==> src/vle_pkg.sv <==
// constants shared by the variable-length encoder and its coefficient queue
// assumes a single core clock and a processor-side register port
`default_nettype none
package vle_pkg;
    // ----------------------------------------
    // register map (byte offsets)
    // ----------------------------------------
    localparam logic [11:0] OFS_CODED_BIT_COUNT = 12'h6d0;  // read-only bit count
    localparam logic [11:0] OFS_COEFF_CODE_RES = 12'h6d4;   // read-only coefficient code
    localparam logic [11:0] OFS_ENC_CODE_RES = 12'h6d8;     // read-only command result
    localparam logic [11:0] OFS_ENC_COMMAND = 12'h6dc;      // write-only command

    // ----------------------------------------
    // field layout
    // ----------------------------------------
    localparam int CNT_W = 16;            // bit count field width
    localparam int OVF_BIT = 16;          // overflow flag in the bit count register
    localparam int CMD_DATA_W = 16;       // command symbol width
    localparam int CMD_TABLE_LSB = 16;    // table indicator position
    localparam int CMD_TABLE_W = 2;       // table indicator width
    localparam int RES_LEN_LSB = 24;      // code length position in results
    localparam int RES_CODE_W = 24;       // code value width in results
    localparam int RL_RUN_W = 6;          // run field width
    localparam int RL_LEVEL_W = 12;       // signed level field width
    localparam int RL_LAST_BIT = 31;      // last-of-picture flag in a queue entry

    // ----------------------------------------
    // counts and reset values
    // ----------------------------------------
    localparam int QUEUE_DEPTH = 16;      // queue entries
    localparam int QUEUE_WIDTH = 32;      // bits per entry
    localparam logic [CNT_W-1:0] OVERFLOW_BITS = 16'h0200;  // counts above this overflow
    localparam logic [31:0] RESULT_RST = 32'h0000_0000;     // results after reset
    localparam logic [CNT_W-1:0] COUNT_RST = 16'h0000;      // zero reads as busy

    // ----------------------------------------
    // symbol tables for commands
    // ----------------------------------------
    typedef enum logic [1:0] {
        TBL_FIXED8 = 2'h0,
        TBL_FIXED16 = 2'h1,
        TBL_COMPACT = 2'h2,
        TBL_NONE = 2'h3
    } table_e;

    // coding sequencer, gray along idle -> code -> finish
    typedef enum logic [1:0] {
        ST_IDLE = 2'h0,
        ST_CODE = 2'h1,
        ST_FINISH = 2'h3
    } enc_state_e;
endpackage
`default_nettype wire

==> src/queue_if.sv <==
// push and pop sides of the coefficient queue
// assumes both ends run on the same clock
`default_nettype none
interface queue_if #(parameter int WIDTH = 32);
    logic in_valid;               // producer offers a word
    logic in_ready;               // queue has room
    logic [WIDTH-1:0] in_data;    // word offered
    logic out_valid;              // queue holds a word
    logic out_ready;              // consumer takes it
    logic [WIDTH-1:0] out_data;   // oldest word
    modport queue (input in_valid, in_data, out_ready, output in_ready, out_valid, out_data);
    modport user (output in_valid, in_data, out_ready, input in_ready, out_valid, out_data);
endinterface
`default_nettype wire

==> src/coeff_queue.sv <==
// first-in first-out queue of flip-flops with registered flags
// assumes one clock; flags are flops so the top can pass them out directly
`default_nettype none
module coeff_queue #(
    parameter int WIDTH = 32,
    parameter int DEPTH = 16
) (
    input wire logic mclk_i,
    input wire logic nrst_i,
    queue_if.queue q
);
    localparam int AW = $clog2(DEPTH);

    // ----------------------------------------
    // elaboration check
    // ----------------------------------------
    generate
        if (DEPTH < 2 || (1 << AW) != DEPTH) begin : g_bad_depth
            $error("queue depth must be a power of two of at least 2");
        end
    endgenerate

    // ----------------------------------------
    // storage and pointers
    // ----------------------------------------
    logic [WIDTH-1:0] mem_q [DEPTH];   // entries
    logic [AW-1:0] wr_q;               // write index
    logic [AW-1:0] rd_q;               // read index
    logic [AW:0] cnt_q;                // fill level
    logic not_full_q;                  // registered ready
    logic not_empty_q;                 // registered valid

    wire push = q.in_valid && not_full_q;
    wire pop = q.out_ready && not_empty_q;
    wire [AW:0] cnt_d = cnt_q + (AW+1)'(push) - (AW+1)'(pop);

    assign q.in_ready = not_full_q;
    assign q.out_valid = not_empty_q;
    assign q.out_data = mem_q[rd_q];

    // pointers, level and flags
    always_ff @(posedge mclk_i or negedge nrst_i) begin
        if (!nrst_i) begin
            wr_q <= '0;
            rd_q <= '0;
            cnt_q <= '0;
            not_full_q <= 1'b1;
            not_empty_q <= 1'b0;
        end else begin
            wr_q <= wr_q + AW'(push);
            rd_q <= rd_q + AW'(pop);
            cnt_q <= cnt_d;
            not_full_q <= cnt_d != (AW+1)'(DEPTH);
            not_empty_q <= cnt_d != '0;
        end
    end

    // data written only, no reset needed
    always_ff @(posedge mclk_i) begin
        if (push) begin
            mem_q[wr_q] <= q.in_data;
        end
    end
endmodule
`default_nettype wire

==> src/variable_length_encoder.sv <==
// variable-length encoder: run-level coding from a queue plus command coding
// assumes the processor and transform stage share mclk_i; no synchronisers needed
// Function
// - push each run-level pair into 16x32 queue
// - report generated bits; above 512 is overflow
// - bit count zero means still busy
// - interrupt when coded length exceeds queue threshold
// - command write codes symbol from chosen table
`default_nettype none
module variable_length_encoder #(
    parameter int DEPTH = vle_pkg::QUEUE_DEPTH,
    parameter int WIDTH = vle_pkg::QUEUE_WIDTH
) (
    input wire logic mclk_i,
    input wire logic nrst_i,
    input wire logic rl_valid_i,                               // run-level pair offered
    input wire logic [vle_pkg::RL_RUN_W-1:0] rl_run_i,         // zero run
    input wire logic [vle_pkg::RL_LEVEL_W-1:0] rl_level_i,     // signed level
    input wire logic rl_last_i,                                // last pair of the picture
    output logic rl_ready_o,                                   // queue has room
    input wire logic run_level_trigger_i,                      // start coding pulse
    input wire logic [11:0] reg_addr_i,                        // register byte offset
    input wire logic reg_rd_i,                                 // read strobe
    input wire logic reg_wr_i,                                 // write strobe
    input wire logic [31:0] reg_wdata_i,                       // write data
    output logic [31:0] reg_rdata_o,                           // read data, next cycle
    output logic code_length_irq_o                             // coded length past threshold
);
    // ----------------------------------------
    // parameter check
    // ----------------------------------------
    generate
        if (WIDTH != 32) begin : g_bad_width
            $error("queue entries must be 32 bits");
        end
    endgenerate

    // ----------------------------------------
    // code helpers
    // ----------------------------------------
    // length of a run-level code: short form or 24-bit escape
    function automatic logic [7:0] rl_len(input logic [vle_pkg::RL_RUN_W-1:0] run,
                                          input logic [vle_pkg::RL_LEVEL_W-1:0] lvl);
        logic [vle_pkg::RL_LEVEL_W-1:0] mag;
        mag = lvl[vle_pkg::RL_LEVEL_W-1] ? -lvl : lvl;
        if (run < 6'h10 && mag < 12'h010) begin
            rl_len = 8'h0a;       // 1 flag + 4 run + 4 magnitude + 1 sign
        end else begin
            rl_len = 8'h18;       // escape: 6 marker bits + 6 run + 12 level
        end
    endfunction

    // code bits of a run-level pair, right aligned
    function automatic logic [23:0] rl_code(input logic [vle_pkg::RL_RUN_W-1:0] run,
                                            input logic [vle_pkg::RL_LEVEL_W-1:0] lvl);
        logic [vle_pkg::RL_LEVEL_W-1:0] mag;
        mag = lvl[vle_pkg::RL_LEVEL_W-1] ? -lvl : lvl;
        if (run < 6'h10 && mag < 12'h010) begin
            rl_code = {14'h0000, 1'b1, run[3:0], mag[3:0], lvl[vle_pkg::RL_LEVEL_W-1]};
        end else begin
            rl_code = {6'h01, run, lvl};
        end
    endfunction

    // number of significant bits of a symbol, at least one
    function automatic logic [7:0] sig_bits(input logic [15:0] v);
        sig_bits = 8'h01;
        for (int i = 1; i < 16; i++) begin
            if (v[i]) begin
                sig_bits = 8'(i + 1);
            end
        end
    endfunction

    // ----------------------------------------
    // queue
    // ----------------------------------------
    queue_if #(.WIDTH(WIDTH)) qi ();

    coeff_queue #(.WIDTH(WIDTH), .DEPTH(DEPTH)) u_queue (
        .mclk_i(mclk_i),
        .nrst_i(nrst_i),
        .q(qi.queue)
    );

    localparam logic [15:0] THRESHOLD_BITS = 16'(DEPTH * WIDTH);  // bits the queue can hold

    // pack the pair into one entry
    assign qi.in_valid = rl_valid_i;
    assign qi.in_data = {rl_last_i, 13'h0000, rl_run_i, rl_level_i};
    assign rl_ready_o = qi.in_ready;   // registered flag inside the queue

    // ----------------------------------------
    // coding sequencer
    // ----------------------------------------
    vle_pkg::enc_state_e state_q;                 // sequencer state
    logic [vle_pkg::CNT_W-1:0] total_q;           // bits coded so far
    logic [vle_pkg::CNT_W-1:0] count_q;           // published count, zero while busy
    logic ovf_q;                                  // published overflow flag
    logic [31:0] coeff_res_q;                     // trailing 32 coded bits
    logic irq_q;                                  // interrupt level

    wire [WIDTH-1:0] head = qi.out_data;
    wire [vle_pkg::RL_RUN_W-1:0] head_run = head[vle_pkg::RL_LEVEL_W +: vle_pkg::RL_RUN_W];
    wire [vle_pkg::RL_LEVEL_W-1:0] head_lvl = head[vle_pkg::RL_LEVEL_W-1:0];
    wire head_last = head[vle_pkg::RL_LAST_BIT];
    wire coding = state_q == vle_pkg::ST_CODE;
    wire take = coding && qi.out_valid;
    wire [7:0] take_len = rl_len(head_run, head_lvl);
    wire [vle_pkg::CNT_W-1:0] total_d = total_q + vle_pkg::CNT_W'(take_len);
    wire start = run_level_trigger_i && state_q == vle_pkg::ST_IDLE;

    assign qi.out_ready = coding;

    // sequencer: idle until triggered, code up to the last pair, then publish
    always_ff @(posedge mclk_i or negedge nrst_i) begin
        if (!nrst_i) begin
            state_q <= vle_pkg::ST_IDLE;
        end else begin
            case (state_q)
                vle_pkg::ST_IDLE: begin
                    if (start) begin
                        state_q <= vle_pkg::ST_CODE;
                    end
                end
                vle_pkg::ST_CODE: begin
                    if (take && head_last) begin
                        state_q <= vle_pkg::ST_FINISH;
                    end
                end
                vle_pkg::ST_FINISH: begin
                    state_q <= vle_pkg::ST_IDLE;
                end
                default: begin
                    state_q <= vle_pkg::ST_IDLE;
                end
            endcase
        end
    end

    // running total and trailing code bits
    always_ff @(posedge mclk_i or negedge nrst_i) begin
        if (!nrst_i) begin
            total_q <= vle_pkg::COUNT_RST;
            coeff_res_q <= vle_pkg::RESULT_RST;
        end else if (start) begin
            total_q <= vle_pkg::COUNT_RST;
            coeff_res_q <= vle_pkg::RESULT_RST;
        end else if (take) begin
            total_q <= total_d;
            coeff_res_q <= (coeff_res_q << take_len) | {8'h00, rl_code(head_run, head_lvl)};
        end
    end

    // published count: zero from trigger until the last pair is coded
    always_ff @(posedge mclk_i or negedge nrst_i) begin
        if (!nrst_i) begin
            count_q <= vle_pkg::COUNT_RST;
            ovf_q <= 1'b0;
        end else if (start) begin
            count_q <= vle_pkg::COUNT_RST;
            ovf_q <= 1'b0;
        end else if (state_q == vle_pkg::ST_FINISH) begin
            count_q <= total_q;
            ovf_q <= total_q > vle_pkg::OVERFLOW_BITS;
        end
    end

    // interrupt level: set past the queue threshold, cleared on next trigger
    always_ff @(posedge mclk_i or negedge nrst_i) begin
        if (!nrst_i) begin
            irq_q <= 1'b0;
        end else if (take && total_d > THRESHOLD_BITS) begin
            irq_q <= 1'b1;
        end else if (start) begin
            irq_q <= 1'b0;
        end
    end

    assign code_length_irq_o = irq_q;

    // ----------------------------------------
    // command coding
    // ----------------------------------------
    logic [31:0] enc_res_q;                   // last command result
    wire cmd_wr = reg_wr_i && reg_addr_i == vle_pkg::OFS_ENC_COMMAND;
    wire [15:0] cmd_sym = reg_wdata_i[vle_pkg::CMD_DATA_W-1:0];
    wire [1:0] cmd_tbl = reg_wdata_i[vle_pkg::CMD_TABLE_LSB +: vle_pkg::CMD_TABLE_W];
    wire [7:0] cmp_len = sig_bits(cmd_sym);
    logic [7:0] cmd_len;
    logic [23:0] cmd_code;

    // table select: fixed 8, fixed 16, shortest binary, or no code
    always_comb begin
        case (vle_pkg::table_e'(cmd_tbl))
            vle_pkg::TBL_FIXED8: begin
                cmd_len = 8'h08;
                cmd_code = {16'h0000, cmd_sym[7:0]};
            end
            vle_pkg::TBL_FIXED16: begin
                cmd_len = 8'h10;
                cmd_code = {8'h00, cmd_sym};
            end
            vle_pkg::TBL_COMPACT: begin
                cmd_len = cmp_len;
                cmd_code = {8'h00, cmd_sym};
            end
            default: begin
                cmd_len = 8'h00;
                cmd_code = 24'h000000;
            end
        endcase
    end

    // result register follows every command write
    always_ff @(posedge mclk_i or negedge nrst_i) begin
        if (!nrst_i) begin
            enc_res_q <= vle_pkg::RESULT_RST;
        end else if (cmd_wr) begin
            enc_res_q <= {cmd_len, cmd_code};
        end
    end

    // ----------------------------------------
    // register read port
    // ----------------------------------------
    wire [31:0] count_word = {15'h0000, ovf_q, count_q};
    logic [31:0] rd_mux;

    // decode; command register and unmapped offsets read zero
    always_comb begin
        case (reg_addr_i)
            vle_pkg::OFS_CODED_BIT_COUNT: rd_mux = count_word;
            vle_pkg::OFS_COEFF_CODE_RES: rd_mux = coeff_res_q;
            vle_pkg::OFS_ENC_CODE_RES: rd_mux = enc_res_q;
            default: rd_mux = 32'h0000_0000;
        endcase
    end

    // read data registered, held until the next read
    always_ff @(posedge mclk_i or negedge nrst_i) begin
        if (!nrst_i) begin
            reg_rdata_o <= 32'h0000_0000;
        end else if (reg_rd_i) begin
            reg_rdata_o <= rd_mux;
        end
    end
endmodule
`default_nettype wire

==> config.mk <==
export PLATFORM = sky130hd
export DESIGN_NAME = variable_length_encoder
export DESIGN_NICKNAME = d
export VERILOG_FILES = /design/src/vle_pkg.sv /design/src/queue_if.sv /design/src/coeff_queue.sv /design/src/variable_length_encoder.sv
export SDC_FILE = /design/constraint.sdc
export NUM_CORES = 1
export LEC_CHECK = 0
export BUFFER_PORTS_ARGS = -buffer_cell sky130_fd_sc_hd__buf_2
export CAP_MARGIN = 25
export CORE_MARGIN = 2
export CORE_UTILIZATION = 55
export CTS_CLUSTER_DIAMETER = 200
export DETAILED_ROUTE_END_ITERATION = 10
export PLACE_DENSITY = 0.84
export REMOVE_ABC_BUFFERS = 1
export SKIP_CTS_REPAIR_TIMING = 1
export SLEW_MARGIN = 20
export SYNTH_ARGS = -nofsm -noshare
export SYNTH_HDL_FRONTEND = slang
export SYNTH_SLANG_ARGS = --single-unit
==> constraint.sdc <==
create_clock -name mclk_i -period 15.1 [get_ports mclk_i]
set_clock_uncertainty 0.15 [all_clocks]
set_input_delay 1.51 -clock mclk_i [delete_from_list [all_inputs] [get_ports mclk_i]]
set_output_delay 1.51 -clock mclk_i [all_outputs]
set_load 0.01 [all_outputs]
# Word-level counts from Yosys, hierarchy flattened
# Memory sizes are Yosys's and may differ from the RTL's.
# Index checks and enable logic that the tools add are counted.
# W data, S select, Z words.
dict set report word_totals {
  word_cells 90
  memories 1
  regBits 147
  mem_bits_rw 304
}
dict set report classes {
  add_sub_neg 6
  n_bitwise 1
  muxes 38
  reduce_logical 15
  shifts 1
  eq_ne 11
  order_cmp 4
}
# name depth width rd rd_clocked_by_memory_dff wr line_no
set memory_table {}
lappend memory_table {u_queue.mem_q 16 19 1 0 1 coeff_queue.sv:26} ;# logic [WIDTH-1:0] mem_q [DEPTH];
# operator n
set ops {}
lappend ops {{$mux W8} 14}
lappend ops {{$pmux W32 S3} 1}
lappend ops {{$mux W16} 4}
lappend ops {{$mux W32} 2}
lappend ops {{$eq A12 B11 Y1 const B} 4}
lappend ops {{$mux W24} 2}
lappend ops {{$gt A16 B10 Y1 const B} 2}
lappend ops {{$or A32 B24 Y32} 1}
lappend ops {{$pmux W16 S2} 1}
lappend ops {{$shl A32 B5 Y32} 1}
lappend ops {{$pmux W8 S3} 1}
lappend ops {{$mux W19} 1}
lappend ops {{$add A16 B8 Y16} 1}
lappend ops {{$lt A12 B5 Y1 const B} 1}
lappend ops {{$mux W12} 1}
lappend ops {{$neg A12 Y12} 1}
lappend ops {{$add A4 B1 Y4} 2}
lappend ops {{$logic_and A1 B1 Y1} 7}
lappend ops {{$lt A6 B5 Y1 const B} 1}
lappend ops {{$mux W1} 6}
lappend ops {{$mux W2} 3}
lappend ops {{$reduce_bool A2 Y1} 3}
lappend ops {{$add A5 B1 Y5} 1}
lappend ops {{$mux W5} 1}
lappend ops {{10 further kinds} 14}

# Logic depth before layout (Yosys ltp)
dict set report logic_depth {
  ltp_word 16
  depth_mapped 21
}

# Modules after synthesis
# From an unflattened synthesis, not the netlist that was laid out.
dict set report unflattened {
  hier_cells 1627
  area_unflattened_um2 26334.0
}
# module cells_per_inst area_each_um2 instances seq_area_each_um2
set modules_own_cells {}
lappend modules_own_cells {coeff_queue 997 20362.0 1 15751.4}
lappend modules_own_cells {variable_length_encoder 630 5972.0 1 3002.9}

# Least setup slack after synthesis
# Ideal clock, no wire load.
dict set report synth_timing {
  path_kind {flip-flop to flip-flop}
  startpoint {register u_queue.rd_q[1]}
  endpoint {register irq_q (netlist: code_length_irq_o)}
  synth_period_minus_slack_ns 4.987
  setup_ns 0.136
  required_ns 14.814
  slack_ns 10.113
  arrival_time_ns 4.701
  path_stages_with_launch 19
  path_cell_list {dfrtp_1 buf_2 clkbuf_1 mux4_2 a221oi_1 ha_1 nand4_2 and3_1 a211oi_4 nor2_4 inv_2 ha_1 nor2b_1 o21ai_0 mux2_2 o22ai_1 a31oi_1 nor4_1 o21ai_0}
}
dict set report synth_via {
  elab_chain_cells 10
  elab_cells_between_ends 12
  classes_between {2 x add/sub; 3 x order compare; 3 x mux; 3 x reduce/logical; 1 x memory}
}
# item line_no
set synth_lines {}
lappend synth_lines {{from (decl)} coeff_queue.sv:28} ;# logic [AW-1:0] rd_q;
lappend synth_lines {{from (signal assigned)} coeff_queue.sv:51} ;# rd_q <= rd_q + AW'(pop);
lappend synth_lines {{$mem_v2 Z16 W19 *} --}
lappend synth_lines {{$neg A12 Y12} variable_length_encoder.sv:45} ;# mag = lvl[vle_pkg::RL_LEVEL_W-1] ? -lvl : lvl;
lappend synth_lines {{$mux W12} variable_length_encoder.sv:45}
lappend synth_lines {{$lt A12 B5 Y1} variable_length_encoder.sv:46} ;# if (run < 6'h10 && mag < 12'h010) begin
lappend synth_lines {{$logic_and A1 B1 Y1 *} variable_length_encoder.sv:46}
lappend synth_lines {{$mux W5 *} variable_length_encoder.sv:46}
lappend synth_lines {{$add A16 B8 Y16 *} variable_length_encoder.sv:110} ;# wire [vle_pkg::CNT_W-1:0] total_d = total_q + vle_pkg::CNT_W'(take_len);
lappend synth_lines {{$gt A16 B10 Y1 *} variable_length_encoder.sv:173} ;# end else if (take && total_d > THRESHOLD_BITS) begin
lappend synth_lines {{$logic_and A1 B1 Y1 *} variable_length_encoder.sv:173}
lappend synth_lines {{$mux W1 / $reduce_bool A2 Y1 (equally long branches)} --}
lappend synth_lines {{to (signal assigned)} variable_length_encoder.sv:172} ;# irq_q <= 1'b0;
lappend synth_lines {{to (signal assigned)} variable_length_encoder.sv:174} ;# irq_q <= 1'b1;
lappend synth_lines {{to (signal assigned)} variable_length_encoder.sv:176} ;# irq_q <= 1'b0;
lappend synth_lines {{to (decl)} variable_length_encoder.sv:101} ;# logic irq_q;
# Every way passes the cells marked *; elsewhere a longest branch is shown, timed or not.
# A chain may end at the register's enable or synchronous reset.

# Worst setup path in the final report
dict set report layout_timing {
  startpoint {register u_queue.rd_q[0]}
  endpoint {register irq_q (netlist: code_length_irq_o)}
}
# Same word-level chain as after synthesis.

==> qor.csv <==
stage;metric;value;unit
status;status;completed;
global_route;Tot GR Track Use;0.250;
placed_design;Post-Place Worst Slack;8030;ps
worst_setup_path;crit end category;flop;
floorplanning;I/O pins;103;
global_route;number of global-route vias before repair;11615;
pwr;P_sw;1.37;mW
timing;fin. max-slew vios;0;
detailed_routing;wire per inst;23.5;µm
timing;final hold vios;0;
synth;Async S/R FF share, synth;0.308;
cells_and_area;commonest non-fill, non-tap cell in the layout;edfxtp_1;
timing;worst-margin pin slew;1110;ps
floorplanning;Die H;188;µm
cts;clock sink total;439;
cells_and_area;Fillers;2389;
run;max-cap check violation count;0;
timing;Setup Viol. Count Final;0;
global_route;initial antenna violation count;2;
timing;Fmax;141;MHz
cells_and_area;layout cells sized above 1;0.203;
detailed_routing;Detailed Route Iter0 Violations;1151;
cells_and_area;Final Instance Count excl. Fillers;1838;
timing;Worst Setup Slack, final;8030;ps
cts;clk_lat worst skew;570;ps
global_route;first-pass GRT wire length;67100;µm
cts;CTS tree;built;
placed_design;Routability Congestion;0.879;
synth;register area share after synthesis;0.675;
detailed_routing;vias;11405;
synth;Area contributors post-synth;edfxtp_1 49%, dfrtp_1 18%, mux4_2 8.0%;
worst_setup_path;CP Class;reg -> reg;
global_route;largest net degree at the start of global routing;79;
cts;root buffer cell;clkbuf_16;
worst_setup_path;critical path required time;15360;ps
detailed_routing;drc violations;0;
pwr;Int Pwr;2.58;mW
worst_setup_path;reg2reg start;u_queue.rd_q[0];
floorplanning;initial core utilization;0.555;
timing;RSZ-0062 raised after global routing;false;
synth;Post-synth top flop;edfxtp_1;
floorplanning;core outline area;33400;µm²
detailed_routing;Total Wirelength;43200;µm
floorplanning;Die X;188;µm
pwr;Design Power;3.95;mW
worst_setup_path;startpoint types;flop;
pwr;Static Leak;7.81;nW
detailed_routing;TritonRoute pass-1 iters;5;
worst_setup_path;CP Data Arrival Time;7340;ps
cts;clock slew at reported path FFs;60;ps
worst_setup_path;R2R depth;18;
synth;area share of the largest cell type after synthesis;0.493;
synth;Seq cells post-synth;439;
placed_design;post-DP HPWL;25200;µm
synth;Syn Area/Cell;14.6;µm²
placed_design;Placement Cell Area;19500;µm²
cts;H-tree Lvls;2;
pwr;worst-case vdd ir drop;0.000132;V
cells_and_area;layout net count;1438;
timing;setup_tns;0;ps
pwr;sequential share of power;0.406;
floorplanning;Rows;67;
cts;clock buffer depth;3;
detailed_routing;number of vias per cell;6.21;
worst_hold_path;WHS Path Cells;2;
pwr;Switching Fraction;0.346;
timing;Slew HR;0.258;
detailed_routing;DRT antenna net count;0;
cts;total CTS buffers;43;
synth;EDFF count, synth;304;
worst_setup_path;Crit Reg-Reg Endpoint;code_length_irq_o;
pwr;Logic pwr share;0.327;
worst_hold_path;Hold Startpoint;enc_res_q[11];
cells_and_area;post-route cell area;20900;µm²
timing;crit share post-route;0.468;
placed_design;PortBufs;88;
placed_design;placed cell count;1755;
synth;dominant cell type by area after synthesis;edfxtp_1;
synth;Synth cell types;74;
synth;synthesized area;18500;µm²
worst_setup_path;Crit Path Max Fanout;25;
cells_and_area;area grow syn2layout;12.6;%
pwr;Clk pwr share;0.267;
worst_setup_path;flop2flop setup slack;8030;ps
cells_and_area;commonest cells after routing, fill and taps aside;304 x edfxtp_1, 132 x dfrtp_1, 127 x nand2_1, 87 x buf_2, 66 x mux4_2;
synth;Syn Inst Count;1269;
global_route;total congestion overflow;0;
pwr;pwr dens;189;nW/µm²
worst_hold_path;Hold WC Path Type;reg -> reg;
floorplanning;die area;35200;µm²
worst_hold_path;Worst Hold Endpoint;enc_res_q[11];
timing;crit path time final;7070;ps
synth;Yosys warnings;0;
synth_stat cells (all sizes together), types with 20 or more instances:
cell,count
buf,21
nor3,20
mux4,71
nand3,44
o22ai,26
mux2i,44
and2,22
nand2,127
edfxtp,304
o21ai,66
nor2,63
clkbuf,55
inv,49
a22oi,22
a21oi,42
dfrtp,134
registers in the layout, summed over array words and instances (netlist names):
register             count
u_queue.q.in_ready       1
u_queue.q.out_valid      1
u_queue.wr_q             4
total_q                 15
enc_res_q               21
reg_rdata_o             32
u_queue.cnt_q            5
count_q                 16
coeff_res_q             32
u_queue.mem_q          304
ovf_q                    1
state_q                  2
u_queue.rd_q             4
code_length_irq_o        1
how the worst max path moves through the flow:
stage	to	cells past startpoint	from
global placement	code_length_irq_o	18	u_queue.rd_q[0]
CTS	code_length_irq_o	18	u_queue.rd_q[0]
floorplan	code_length_irq_o	17	u_queue.rd_q[0]
finish	code_length_irq_o	18	u_queue.rd_q[0]
detailed placement	code_length_irq_o	18	u_queue.rd_q[0]
global route	code_length_irq_o	18	u_queue.rd_q[0]
metal layers:
layer  global-route usage  wire [µm]  up-vias
met3               0.0427       3670      110
li1                     -          -     4988
met4                0.102       1560        0
met5                    0          0        -
met1                0.320      16000     5689
met2                0.428      21900      618
final cells by class:
cell class              count  area [µm²]  share of cell area
inverters                  50         188             0.00900
diodes                      3        7.51            0.000360
flip-flops and latches    439       12500               0.600
well taps                 448         561              0.0269
clock inverters            19         206             0.00990
repair buffers            114         642              0.0308
multi-input cells         704        5550               0.266
clock buffers              61        1190              0.0572
worst max-delay path, stage by stage, from the launching register on:
cell and delay, ps:
dfrtp_4 700, buf_4 530, mux4_2 570, a22o_1 250
a221oi_1 750, ha_1 330, nand4_2 130, and3_1 280
a211oi_4 940, nor2_4 130, inv_2 180, ha_1 280
nor2b_1 160, o21ai_0 450, mux2_2 400, o22ai_1 140
a31oi_1 120, nor4_1 280, o21ai_0 110
kinds of logic after synthesis:
kind of cell	synth area share
flip-flops	0.675
AND/OR/NAND/NOR	0.0837
XOR/XNOR	0.00709
buffers and inverters	0.0292
adder cells (fa/ha/maj)	0.0119
AO/OA/AOI/OAI	0.0785
multiplexers	0.115
power groups by stage:
stage          clock (mW)  combinational [mW]  sequential [mW]
2_1_floorplan           0               0.865             1.63
3_3_place_gp            0                1.22             1.60
3_5_place_dp            0                1.26             1.62
4_1_cts              1.07                1.28             1.60
5_1_grt              1.12                1.40             1.62
6_report             1.06                1.29             1.60
through the flow:
step                      hold slack (ps)   util
after floorplan                       289      -
after global placement                299  0.583
after detailed placement              307  0.583
after CTS                             319  0.625
after global routing                  335  0.625
final                                 316  0.625
Power figures use the tool's default switching activity.
